**src/dlvr_pkg.sv**
```systemverilog
package dlvr_pkg;

	// command classes seen at the command port
	typedef enum logic [3:0] {
		DLVR_CMD_SELECT   = 4'h0,
		DLVR_CMD_ALPHA    = 4'h1,
		DLVR_CMD_MONO     = 4'h2,
		DLVR_CMD_SAMPLING = 4'h3,
		DLVR_CMD_STANDARD = 4'h4,
		DLVR_CMD_SYNTH    = 4'h5,
		DLVR_CMD_PATTERN  = 4'h6,
		DLVR_CMD_OFFSET   = 4'h7,
		DLVR_CMD_CONVSTAT = 4'h8,
		DLVR_CMD_SHARED   = 4'h9
	} dlvr_cmd_e;

	// argument kinds: numeric, keyword, default keyword
	typedef enum logic [1:0] {
		DLVR_ARG_NUM  = 2'h0,
		DLVR_ARG_ON   = 2'h1,
		DLVR_ARG_OFF  = 2'h2,
		DLVR_ARG_DEF  = 2'h3
	} dlvr_arg_e;

	// one parsed command from the transport
	typedef struct packed {
		dlvr_cmd_e        cmd;
		logic             query;
		dlvr_arg_e        kind;
		logic signed [31:0] value;
	} dlvr_req_s;

	// one answer back to the transport
	typedef struct packed {
		logic             error;
		logic signed [31:0] value;
	} dlvr_resp_s;

	// video sample: G/Y, B/Cb, R/Cr, alpha, 12 bits each
	typedef struct packed {
		logic [11:0] g;
		logic [11:0] b;
		logic [11:0] r;
		logic [11:0] a;
	} dlvr_pix_s;

	// value counts
	localparam logic [4:0]  DLVR_ALPHA_CODES    = 5'h0C;
	localparam logic [4:0]  DLVR_SAMP_CODES     = 5'h09;
	localparam logic [4:0]  DLVR_STD_CODES      = 5'h0D;
	localparam logic [4:0]  DLVR_PAT_CODES      = 5'h19;

	// alpha codes: 0 copies luma/green, 1..11 are 0%..100% flat field
	localparam logic [3:0]  DLVR_ALPHA_COPY     = 4'h0;
	localparam logic [11:0] DLVR_ALPHA_STEP     = 12'h199; // 10% of 12-bit full scale

	// sampling codes in list order
	localparam logic [3:0]  DLVR_SAMP_GBR444_12 = 4'h0;
	localparam logic [3:0]  DLVR_SAMP_GBR444A10 = 4'h2;
	localparam logic [3:0]  DLVR_SAMP_YCB422_10 = 4'h7;

	// standard codes: 0..2 are the 60, 59.94 and 50 Hz progressive ones
	localparam logic [3:0]  DLVR_STD_59I        = 4'h4;
	localparam logic [3:0]  DLVR_STD_LAST_FAST  = 4'h2;

	// defaults
	localparam logic [3:0]  DLVR_RST_ALPHA      = 4'h0;
	localparam logic [3:0]  DLVR_RST_SAMP       = DLVR_SAMP_GBR444_12;
	localparam logic [3:0]  DLVR_RST_STD        = DLVR_STD_59I;
	localparam logic [4:0]  DLVR_RST_PAT        = 5'h02;
	localparam logic        DLVR_RST_SYNTH      = 1'b1;
	localparam logic        DLVR_RST_MONO       = 1'b0;

	// link offset: value in units of 0.0001 us; step is one link clock period
	localparam int          DLVR_OFS_STEP_UNITS = 135;
	localparam int          DLVR_OFS_MAX_STEPS  = 15;  // 15 x 0.0135 = 0.2025 us
	localparam logic signed [4:0] DLVR_OFS_MAX  = 5'sh0F;

endpackage : dlvr_pkg
```
**src/dlvr_ctrl.sv**
```systemverilog
`timescale 1ns/10ps
// Function
// - shared commands accepted without error
// - numeric one and ON are equal
// - default keyword restores default value, except sampling under a fast standard
// - alpha: copy luma/green or flat fields
// - mono in GBR copies green
// - mono leaves YCbCr output unchanged
// - nine sampling structure codes accepted
// - thirteen 1080-line standard codes accepted
// - boolean selects synthesis or conversion
// - twenty-five test pattern codes accepted
// - offset in microseconds, clock-cycle resolution
// - every setting has a query
// - conversion status returns standard and structure
// - offset symmetric range, one-period steps
// - fast progressive forces 4:2:2 10-bit
module dlvr_ctrl
	import dlvr_pkg::*;
(
	input  wire logic       clk,
	input  wire logic       rst,
	input  wire logic       req_valid,
	input  wire dlvr_req_s  req,
	input  wire logic       module_addressed,
	input  wire dlvr_pix_s  pix_in,
	input  wire logic       pix_in_valid,
	output dlvr_resp_s      resp,
	output logic            resp_valid,
	output dlvr_pix_s       pix_out,
	output logic            pix_out_valid,
	output logic [3:0]      alpha_sel_reg,
	output logic            mono_reg,
	output logic [3:0]      samp_reg,
	output logic [3:0]      std_reg,
	output logic            synth_reg,
	output logic [4:0]      pattern_reg,
	output logic signed [4:0] link_b_horizontal_offset
);

	typedef enum logic [1:0] {
		DLVR_ST_IDLE = 2'b01,
		DLVR_ST_SEL  = 2'b10
	} dlvr_st_e;

	dlvr_st_e   state_reg;
	logic       bool_val;
	logic       is_set;
	logic       in_range;
	logic       fast_std;
	logic       ofs_load;
	logic [4:0] code;
	logic [4:0] limit;
	dlvr_resp_s resp_next;

	// boolean argument: ON keyword or nonzero numeric
	assign bool_val = (req.kind == DLVR_ARG_ON) ||
		(req.kind == DLVR_ARG_NUM && req.value != 32'sh0);
	assign code     = req.value[4:0];
	assign is_set   = req_valid && !req.query && state_reg == DLVR_ST_SEL;
	assign fast_std = std_reg <= DLVR_STD_LAST_FAST;
	assign ofs_load = is_set && req.cmd == DLVR_CMD_OFFSET;

	// code limit for the enumerated setting being written
	always_comb begin
		limit = 5'h00;
		unique case (req.cmd)
			DLVR_CMD_ALPHA:    limit = DLVR_ALPHA_CODES;
			DLVR_CMD_SAMPLING: limit = DLVR_SAMP_CODES;
			DLVR_CMD_STANDARD: limit = DLVR_STD_CODES;
			DLVR_CMD_PATTERN:  limit = DLVR_PAT_CODES;
			default:           limit = 5'h00;
		endcase
		in_range = req.kind == DLVR_ARG_DEF ||
			(req.value >= 32'sh0 && req.value < 32'(limit));
	end

	// addressing: select command latches whether this module is meant
	always_ff @(posedge clk or posedge rst) begin
		if (rst) begin
			state_reg <= DLVR_ST_IDLE;
		end else if (req_valid && req.cmd == DLVR_CMD_SELECT) begin
			state_reg <= module_addressed ? DLVR_ST_SEL : DLVR_ST_IDLE;
		end
	end

	// alpha source
	always_ff @(posedge clk or posedge rst) begin
		if (rst) begin
			alpha_sel_reg <= DLVR_RST_ALPHA;
		end else if (is_set && req.cmd == DLVR_CMD_ALPHA && in_range) begin
			alpha_sel_reg <= req.kind == DLVR_ARG_DEF ? DLVR_RST_ALPHA : code[3:0];
		end
	end

	// boolean settings
	always_ff @(posedge clk or posedge rst) begin
		if (rst) begin
			mono_reg  <= DLVR_RST_MONO;
			synth_reg <= DLVR_RST_SYNTH;
		end else if (is_set) begin
			if (req.cmd == DLVR_CMD_MONO) begin
				mono_reg <= req.kind == DLVR_ARG_DEF ? DLVR_RST_MONO : bool_val;
			end
			if (req.cmd == DLVR_CMD_SYNTH) begin
				synth_reg <= req.kind == DLVR_ARG_DEF ? DLVR_RST_SYNTH : bool_val;
			end
		end
	end

	// standard and sampling structure, with the fast progressive lock
	always_ff @(posedge clk or posedge rst) begin
		if (rst) begin
			std_reg  <= DLVR_RST_STD;
			samp_reg <= DLVR_RST_SAMP;
		end else if (is_set && in_range) begin
			if (req.cmd == DLVR_CMD_STANDARD) begin
				std_reg <= req.kind == DLVR_ARG_DEF ? DLVR_RST_STD : code[3:0];
				if (req.kind != DLVR_ARG_DEF && code[3:0] <= DLVR_STD_LAST_FAST) begin
					samp_reg <= DLVR_SAMP_YCB422_10;
				end
			end else if (req.cmd == DLVR_CMD_SAMPLING && !fast_std) begin
				samp_reg <= req.kind == DLVR_ARG_DEF ? DLVR_RST_SAMP : code[3:0];
			end
		end
	end

	// test pattern
	always_ff @(posedge clk or posedge rst) begin
		if (rst) begin
			pattern_reg <= DLVR_RST_PAT;
		end else if (is_set && req.cmd == DLVR_CMD_PATTERN && in_range) begin
			pattern_reg <= req.kind == DLVR_ARG_DEF ? DLVR_RST_PAT : code;
		end
	end

	// offset: default keyword means zero
	dlvr_ofs u_ofs (
		.clk   (clk),
		.rst   (rst),
		.load  (ofs_load),
		.units (req.kind == DLVR_ARG_DEF ? 32'sh0 : req.value),
		.steps (link_b_horizontal_offset)
	);

	// answers: one per request, queries carry the value
	always_comb begin
		resp_next = '0;
		if (req.query) begin
			unique case (req.cmd)
				DLVR_CMD_ALPHA:    resp_next.value = 32'(alpha_sel_reg);
				DLVR_CMD_MONO:     resp_next.value = 32'(mono_reg);
				DLVR_CMD_SAMPLING: resp_next.value = 32'(samp_reg);
				DLVR_CMD_STANDARD: resp_next.value = 32'(std_reg);
				DLVR_CMD_SYNTH:    resp_next.value = 32'(synth_reg);
				DLVR_CMD_PATTERN:  resp_next.value = 32'(pattern_reg);
				DLVR_CMD_OFFSET:   resp_next.value = 32'(link_b_horizontal_offset) *
					32'(DLVR_OFS_STEP_UNITS);
				DLVR_CMD_CONVSTAT: resp_next.value = {24'h0, std_reg, samp_reg};
				default:           resp_next.value = 32'sh0;
			endcase
		end else begin
			// shared and select never flag an error
			resp_next.error = (req.cmd == DLVR_CMD_ALPHA || req.cmd == DLVR_CMD_SAMPLING ||
				req.cmd == DLVR_CMD_STANDARD || req.cmd == DLVR_CMD_PATTERN) && !in_range
				|| (req.cmd == DLVR_CMD_SAMPLING && fast_std && req.kind != DLVR_ARG_DEF
				&& code[3:0] != DLVR_SAMP_YCB422_10);
		end
	end

	always_ff @(posedge clk or posedge rst) begin
		if (rst) begin
			resp       <= '0;
			resp_valid <= 1'b0;
		end else begin
			resp_valid <= req_valid;
			if (req_valid) begin
				resp <= resp_next;
			end
		end
	end

	// datapath: gbr space is sampling codes 0..2
	dlvr_mono u_mono (
		.clk           (clk),
		.rst           (rst),
		.pix_in        (pix_in),
		.pix_in_valid  (pix_in_valid),
		.mono_on       (mono_reg),
		.gbr_space     (samp_reg <= DLVR_SAMP_GBR444A10),
		.alpha_sel     (alpha_sel_reg),
		.pix_out       (pix_out),
		.pix_out_valid (pix_out_valid)
	);

	// addressing: nothing moves until this module is selected
	unsel_hold_a : assert property (@(posedge clk) disable iff (rst)
		state_reg == DLVR_ST_IDLE && !(req_valid && req.cmd == DLVR_CMD_SELECT)
		|=> $stable(alpha_sel_reg) && $stable(samp_reg) && $stable(std_reg))
		else $error("unselected command changed state");

	shared_ok_a : assert property (@(posedge clk) disable iff (rst)
		req_valid && req.cmd == DLVR_CMD_SHARED |=> resp_valid && !resp.error)
		else $error("shared command flagged");

	select_ok_a : assert property (@(posedge clk) disable iff (rst)
		req_valid && req.cmd == DLVR_CMD_SELECT |=> resp_valid && !resp.error)
		else $error("select command flagged");

	// boolean arguments: numeric one, ON and OFF
	bool_on_a : assert property (@(posedge clk) disable iff (rst)
		is_set && req.cmd == DLVR_CMD_SYNTH && req.kind == DLVR_ARG_NUM && req.value == 32'sh1
		|=> synth_reg)
		else $error("numeric one not taken as on");

	mono_on_a : assert property (@(posedge clk) disable iff (rst)
		is_set && req.cmd == DLVR_CMD_MONO && req.kind == DLVR_ARG_ON
		|=> mono_reg)
		else $error("on keyword not taken");

	synth_off_a : assert property (@(posedge clk) disable iff (rst)
		is_set && req.cmd == DLVR_CMD_SYNTH && req.kind == DLVR_ARG_OFF
		|=> !synth_reg)
		else $error("synthesis not turned off");

	// default keyword restores the reset value of each setting except sampling, which stays pinned under a fast standard
	def_alpha_a : assert property (@(posedge clk) disable iff (rst)
		is_set && req.cmd == DLVR_CMD_ALPHA && req.kind == DLVR_ARG_DEF
		|=> alpha_sel_reg == DLVR_RST_ALPHA)
		else $error("default not restored");

	def_std_a : assert property (@(posedge clk) disable iff (rst)
		is_set && req.cmd == DLVR_CMD_STANDARD && req.kind == DLVR_ARG_DEF
		|=> std_reg == DLVR_RST_STD)
		else $error("standard default not restored");

	def_synth_a : assert property (@(posedge clk) disable iff (rst)
		is_set && req.cmd == DLVR_CMD_SYNTH && req.kind == DLVR_ARG_DEF
		|=> synth_reg == DLVR_RST_SYNTH)
		else $error("synthesis default not restored");

	def_offset_a : assert property (@(posedge clk) disable iff (rst)
		is_set && req.cmd == DLVR_CMD_OFFSET && req.kind == DLVR_ARG_DEF
		|=> link_b_horizontal_offset == 5'sh00)
		else $error("offset default not zero");

	// enumerated settings: store in range, refuse past the end
	alpha_store_a : assert property (@(posedge clk) disable iff (rst)
		is_set && req.cmd == DLVR_CMD_ALPHA && req.kind == DLVR_ARG_NUM && in_range
		|=> alpha_sel_reg == $past(req.value[3:0]))
		else $error("alpha code not stored");

	pat_store_a : assert property (@(posedge clk) disable iff (rst)
		is_set && req.cmd == DLVR_CMD_PATTERN && req.kind == DLVR_ARG_NUM && in_range
		|=> pattern_reg == $past(req.value[4:0]))
		else $error("pattern code not stored");

	samp_refuse_a : assert property (@(posedge clk) disable iff (rst)
		is_set && req.cmd == DLVR_CMD_SAMPLING && !in_range
		|=> resp.error && $stable(samp_reg))
		else $error("bad structure code taken");

	std_refuse_a : assert property (@(posedge clk) disable iff (rst)
		is_set && req.cmd == DLVR_CMD_STANDARD && !in_range
		|=> resp.error && $stable(std_reg))
		else $error("bad standard code taken");

	codes_range_a : assert property (@(posedge clk) disable iff (rst)
		alpha_sel_reg < 4'(DLVR_ALPHA_CODES) && samp_reg < 4'(DLVR_SAMP_CODES)
		&& std_reg < 4'(DLVR_STD_CODES) && pattern_reg < DLVR_PAT_CODES)
		else $error("setting outside code list");

	// answers: one per request, queries carry the stored value
	query_ok_a : assert property (@(posedge clk) disable iff (rst)
		req_valid && req.query |=> resp_valid && !resp.error)
		else $error("query not answered cleanly");

	resp_idle_a : assert property (@(posedge clk) disable iff (rst)
		!req_valid |=> !resp_valid)
		else $error("answer without request");

	query_val_a : assert property (@(posedge clk) disable iff (rst)
		req_valid && req.query && req.cmd == DLVR_CMD_STANDARD
		|=> resp_valid && resp.value == 32'($past(std_reg)))
		else $error("standard query wrong");

	pat_query_a : assert property (@(posedge clk) disable iff (rst)
		req_valid && req.query && req.cmd == DLVR_CMD_PATTERN
		|=> resp_valid && resp.value == 32'($past(pattern_reg)))
		else $error("pattern query wrong");

	conv_status_a : assert property (@(posedge clk) disable iff (rst)
		req_valid && req.query && req.cmd == DLVR_CMD_CONVSTAT
		|=> resp.value[7:0] == {$past(std_reg), $past(samp_reg)})
		else $error("status query wrong");

	// fast progressive standards pin the structure
	fast_lock_a : assert property (@(posedge clk) disable iff (rst)
		fast_std |-> samp_reg == DLVR_SAMP_YCB422_10)
		else $error("fast standard structure not forced");

	fast_refuse_a : assert property (@(posedge clk) disable iff (rst)
		is_set && req.cmd == DLVR_CMD_SAMPLING && fast_std && req.kind == DLVR_ARG_NUM
		&& req.value[3:0] != DLVR_SAMP_YCB422_10 |=> resp.error)
		else $error("fast standard structure not refused");

endmodule : dlvr_ctrl

```
**src/dlvr_mono.sv**
```systemverilog
`timescale 1ns/10ps
// monochrome and alpha stage for one registered sample
module dlvr_mono
	import dlvr_pkg::*;
(
	input  wire logic      clk,
	input  wire logic      rst,
	input  wire dlvr_pix_s pix_in,
	input  wire logic      pix_in_valid,
	input  wire logic      mono_on,
	input  wire logic      gbr_space,
	input  wire logic [3:0] alpha_sel,
	output dlvr_pix_s      pix_out,
	output logic           pix_out_valid
);

	dlvr_pix_s pix_next;

	// green spread to blue and red only in GBR space
	always_comb begin
		pix_next = pix_in;
		if (mono_on && gbr_space) begin
			pix_next.b = pix_in.g;
			pix_next.r = pix_in.g;
		end
		// ycbcr leaves mono off the path entirely
		if (alpha_sel == DLVR_ALPHA_COPY) begin
			pix_next.a = pix_in.g;
		end else begin
			pix_next.a = 12'(DLVR_ALPHA_STEP * 12'(alpha_sel - 4'h1));
		end
	end

	always_ff @(posedge clk or posedge rst) begin
		if (rst) begin
			pix_out       <= '0;
			pix_out_valid <= 1'b0;
		end else begin
			pix_out       <= pix_next;
			pix_out_valid <= pix_in_valid;
		end
	end

	mono_copy_a : assert property (@(posedge clk) disable iff (rst)
		pix_in_valid && mono_on && gbr_space |=> pix_out.b == pix_out.g && pix_out.r == pix_out.g)
		else $error("mono copy missing");

	ycc_pass_a : assert property (@(posedge clk) disable iff (rst)
		!gbr_space |=> pix_out.b == $past(pix_in.b) && pix_out.r == $past(pix_in.r))
		else $error("ycbcr sample changed");

endmodule : dlvr_mono

```
**src/dlvr_ofs.sv**
```systemverilog
`timescale 1ns/10ps
// microsecond value to signed clock-step offset, rounded and clamped
module dlvr_ofs
	import dlvr_pkg::*;
(
	input  wire logic               clk,
	input  wire logic               rst,
	input  wire logic               load,
	input  wire logic signed [31:0] units,
	output logic signed [4:0]       steps
);

	logic signed [31:0] mag;
	logic signed [31:0] q;
	logic               neg;

	// round half away from zero, then clamp
	always_comb begin
		neg = units[31];
		mag = neg ? -units : units;
		q   = (mag + 32'(DLVR_OFS_STEP_UNITS / 2)) / 32'(DLVR_OFS_STEP_UNITS);
		if (q > 32'(DLVR_OFS_MAX_STEPS)) begin
			q = 32'(DLVR_OFS_MAX_STEPS);
		end
		if (neg) begin
			q = -q;
		end
	end

	always_ff @(posedge clk or posedge rst) begin
		if (rst) begin
			steps <= '0;
		end else if (load) begin
			steps <= q[4:0];
		end
	end

	ofs_range_a : assert property (@(posedge clk) disable iff (rst)
		steps <= DLVR_OFS_MAX && steps >= -DLVR_OFS_MAX)
		else $error("offset out of range");

endmodule : dlvr_ofs

```
**config.mk**
```make
export PLATFORM = sky130hd
export DESIGN_NAME = dlvr_ctrl
export DESIGN_NICKNAME = d
export VERILOG_FILES = /design/src/dlvr_pkg.sv /design/src/dlvr_ctrl.sv /design/src/dlvr_mono.sv /design/src/dlvr_ofs.sv
export SDC_FILE = /design/constraint.sdc
export NUM_CORES = 1
export LEC_CHECK = 0
export BUFFER_PORTS_ARGS = -buffer_cell sky130_fd_sc_hd__buf_2
export CAP_MARGIN = 0
export CORE_ASPECT_RATIO = 0.9
export CORE_UTILIZATION = 30
export CTS_BUF_LIST = sky130_fd_sc_hd__clkbuf_8
export DETAILED_ROUTE_END_ITERATION = 10
export GPL_ROUTABILITY_DRIVEN = 0
export HOLD_SLACK_MARGIN = 0.08
export SETUP_SLACK_MARGIN = 0.1
export SLEW_MARGIN = 10
export SYNTH_ARGS = -nofsm -noshare
export SYNTH_HDL_FRONTEND = slang
export SYNTH_SLANG_ARGS = --single-unit
```
**constraint.sdc**
```tcl
create_clock -name clk -period 4.5 [get_ports clk]
set_input_delay 0.45 -clock clk [delete_from_list [all_inputs] [get_ports clk]]
set_output_delay 0.45 -clock clk [all_outputs]
set_load 0.01 [all_outputs]
```
==> qor.txt <==
Synth Net Count: 2378
Peak Freq: 0.0472 GHz
vias in the first global route: 22.0k
placed cell areas: 24800 um2
RSZ-0062 raised after global routing: yes
flops & latches, synth: 91
PortBufs: 186
TritonCTS clock tree: built
largest cells by area after synthesis: dfrtp_1 (13%), xnor2_1 (5.3%), ha_1 (4.7%)
initial antenna violation count: 1
DRC errors left: 0
worst rel slew slack: 0.438
Tmin final: 21210 ps
slowest stage delay, CP: 580 ps
CTS buffer count: 9
top cells by count, synth: nand2_1 (207), nor2_1 (200), a21oi_1 (150), xnor2_1 (102), o21ai_0 (93)
max FFs per register: 48
Yosys warning total: 0
Worst path most repeated cell: buf_4
Hold Crit Class: input port to async pin
initial core utilization: 0.303
Final Cycle Share: 4.71
Global Route Usage Sum: 0.229
Max Cap Viol: 0
total routed wirelength: 69.1 mm
clk_lat worst skew: 380 ps
wire per inst: 17.3 um
Synth top area share: 0.129
CP required: 4760 ps
Slew Viols, Final: 0
Critical-path top delay cell: or4_4
sequential fraction of the synthesis area: 0.135
crit end category: flip-flop
largest registers: u_mono.pix_out x48, resp x15
routed vias: 22.2k
CTS Buffer Depth: 2
Mapped Cells: 2214
htree depth: 3
async set-reset flop share out of synthesis: 1.00
Fin. Hold Viols: 0
post-route insts no fill: 3996
CTS Hold Buffers Added: 0
first-pass GRT wire length: 109 mm
status: finished with violations
largest area contributor in the netlist: dfrtp_1
Mean Syn Cell Area: 7.63 um2
Placed Cells: 3848
Critical Path AT: 21470 ps
Layout area overhead: 64.8%
Main synth FF type: dfrtp_1
largest net degree at the start of global routing: 52
Die X: 252 um
grt ovf: 0
Final Cell Area: 27900 um2
failing checks: setup timing
clock root buffer: clkbuf_8
top-count cell post-synth: nand2_1
IO Pins: 199
Worst setup SP type: input port
# setup viols final: 5
Tightest Pin Transition: 832 ps
row count: 82
crit path max fanout: 8
final antenna-violating net count: 0
layout cells sized above 1: 0.501
fin worst setup slack: -16710 ps
register bank with the most flops: u_mono.pix_out
CP Class: input port to flip-flop
cell area after synthesis: 16900 um2
worst hold margin: 145 ps
TritonRoute pass-1 iters: 5
clk slew on worst S/H paths: 100 ps
die height: 227 um
worst clock skew: 9.99 ps
Yosys cell types: 149
Core ar.: 55700 um2
# clock sinks: 91
Nets: 3398
dpl hpwl: 53.3 mm
Post-synth EDFFs: 0
DRT iter0 DRCs: 1735
vias per cell: 5.55
die area: 57300 um2
## critical path: cells and delay by family
| family | cells | cell delay [ps] |
|---|---|---|
| simple gates | 26 | 6240 |
| fa+ha+maj | 3 | 770 |
| mux | 5 | 1570 |
| buf+inv | 16 | 2500 |
| xor+xnor | 4 | 690 |
| compound gates | 42 | 9210 |
## layout make-up
class	count	area, um2
tap	756	946
clock buffer	9	124
multi-input combinational	1938	16000
fill	5108	27900
antenna	1	2.50
inverter	76	287
sequential	91	2280
clock inverter	7	81.3
timing repair buffer	1118	8120
## through the flow
stage           util  setup TNS, ps  setup WS, ps
4_1_cts        0.483         -79690        -16090
6_report       0.500         -82780        -16710
5_1_grt        0.500         -86980        -17560
3_3_place_gp   0.446         -84670        -17110
2_1_floorplan      -         -81150        -16450
3_5_place_dp   0.446         -86620        -17510
## metal layers
metal	up-vias	track usage	share of wire
li1	10500	-	-
met1	10800	0.291	0.43
met2	795	0.411	0.50
met3	144	0.0197	0.050
met4	0	0.0631	0.023
met5	-	0	0
## what timing repair did
action / in CTS / in global routing
buffers inserted: 87 / 45
pin swaps: 126 / 104
resized for setup: 250 / 108
cloned: 1 / 0
endpoints found under the setup margin: 5 / 5
## layout by cell type (no fill, tap or decap), types with 14 or more instances in the layout
master and n:
nand2b_1 16, and3_1 18, o21ai_0 77, nor2_1 184, o22ai_1 27, a31oi_1 27, and4_1 14, mux2i_1 29
o31ai_1 17, nor3_1 45, and2_1 37, nand3_1 63, or3_1 17, dfrtp_1 87, a21oi_2 28, o21ai_2 19
buf_4 905, a211o_1 15, o21ai_1 32, nand4_1 28, a21oi_1 117, ha_1 59, inv_1 71, xor2_1 43
o21a_1 14, mux2_2 37, buf_6 30, xnor2_1 92, nor2_2 16, buf_2 178, a21o_1 39, nor4_1 15
nand2_1 197
## worst paths after layout
check	startpoint	to	slack, ps	cells after the start
worst max-delay path	req[13]	u_ofs.steps[4]	-16710	96
worst min-delay path	rst	resp[32]	140	2
worst max register to register	alpha_sel_reg[0]	u_mono.pix_out[11]	340	16
worst min register to register	pattern_reg[1]	pattern_reg[1]	500	2
max in group asynchronous	rst	u_mono.pix_out[37]	3280	3
min in group clk	pix_in_valid	u_mono.pix_out_valid	170	1
## logic make-up (layout without fill, tap and decap cells)
logic type      count (synthesis)  count (layout)  synth area share
simple gates                  849             849             0.265
flops                          91              91             0.135
mux                            97              97            0.0623
other cells                     0               1                 0
xor+xnor                      164             165            0.0897
buf+inv                       186            1210            0.0488
fa+ha+maj                      84              84            0.0644
compound gates                743             743             0.335
Power is left out: the tool's default activity adds up to more than one toggle a clock period on the data nets, which glitch-free logic cannot reach.
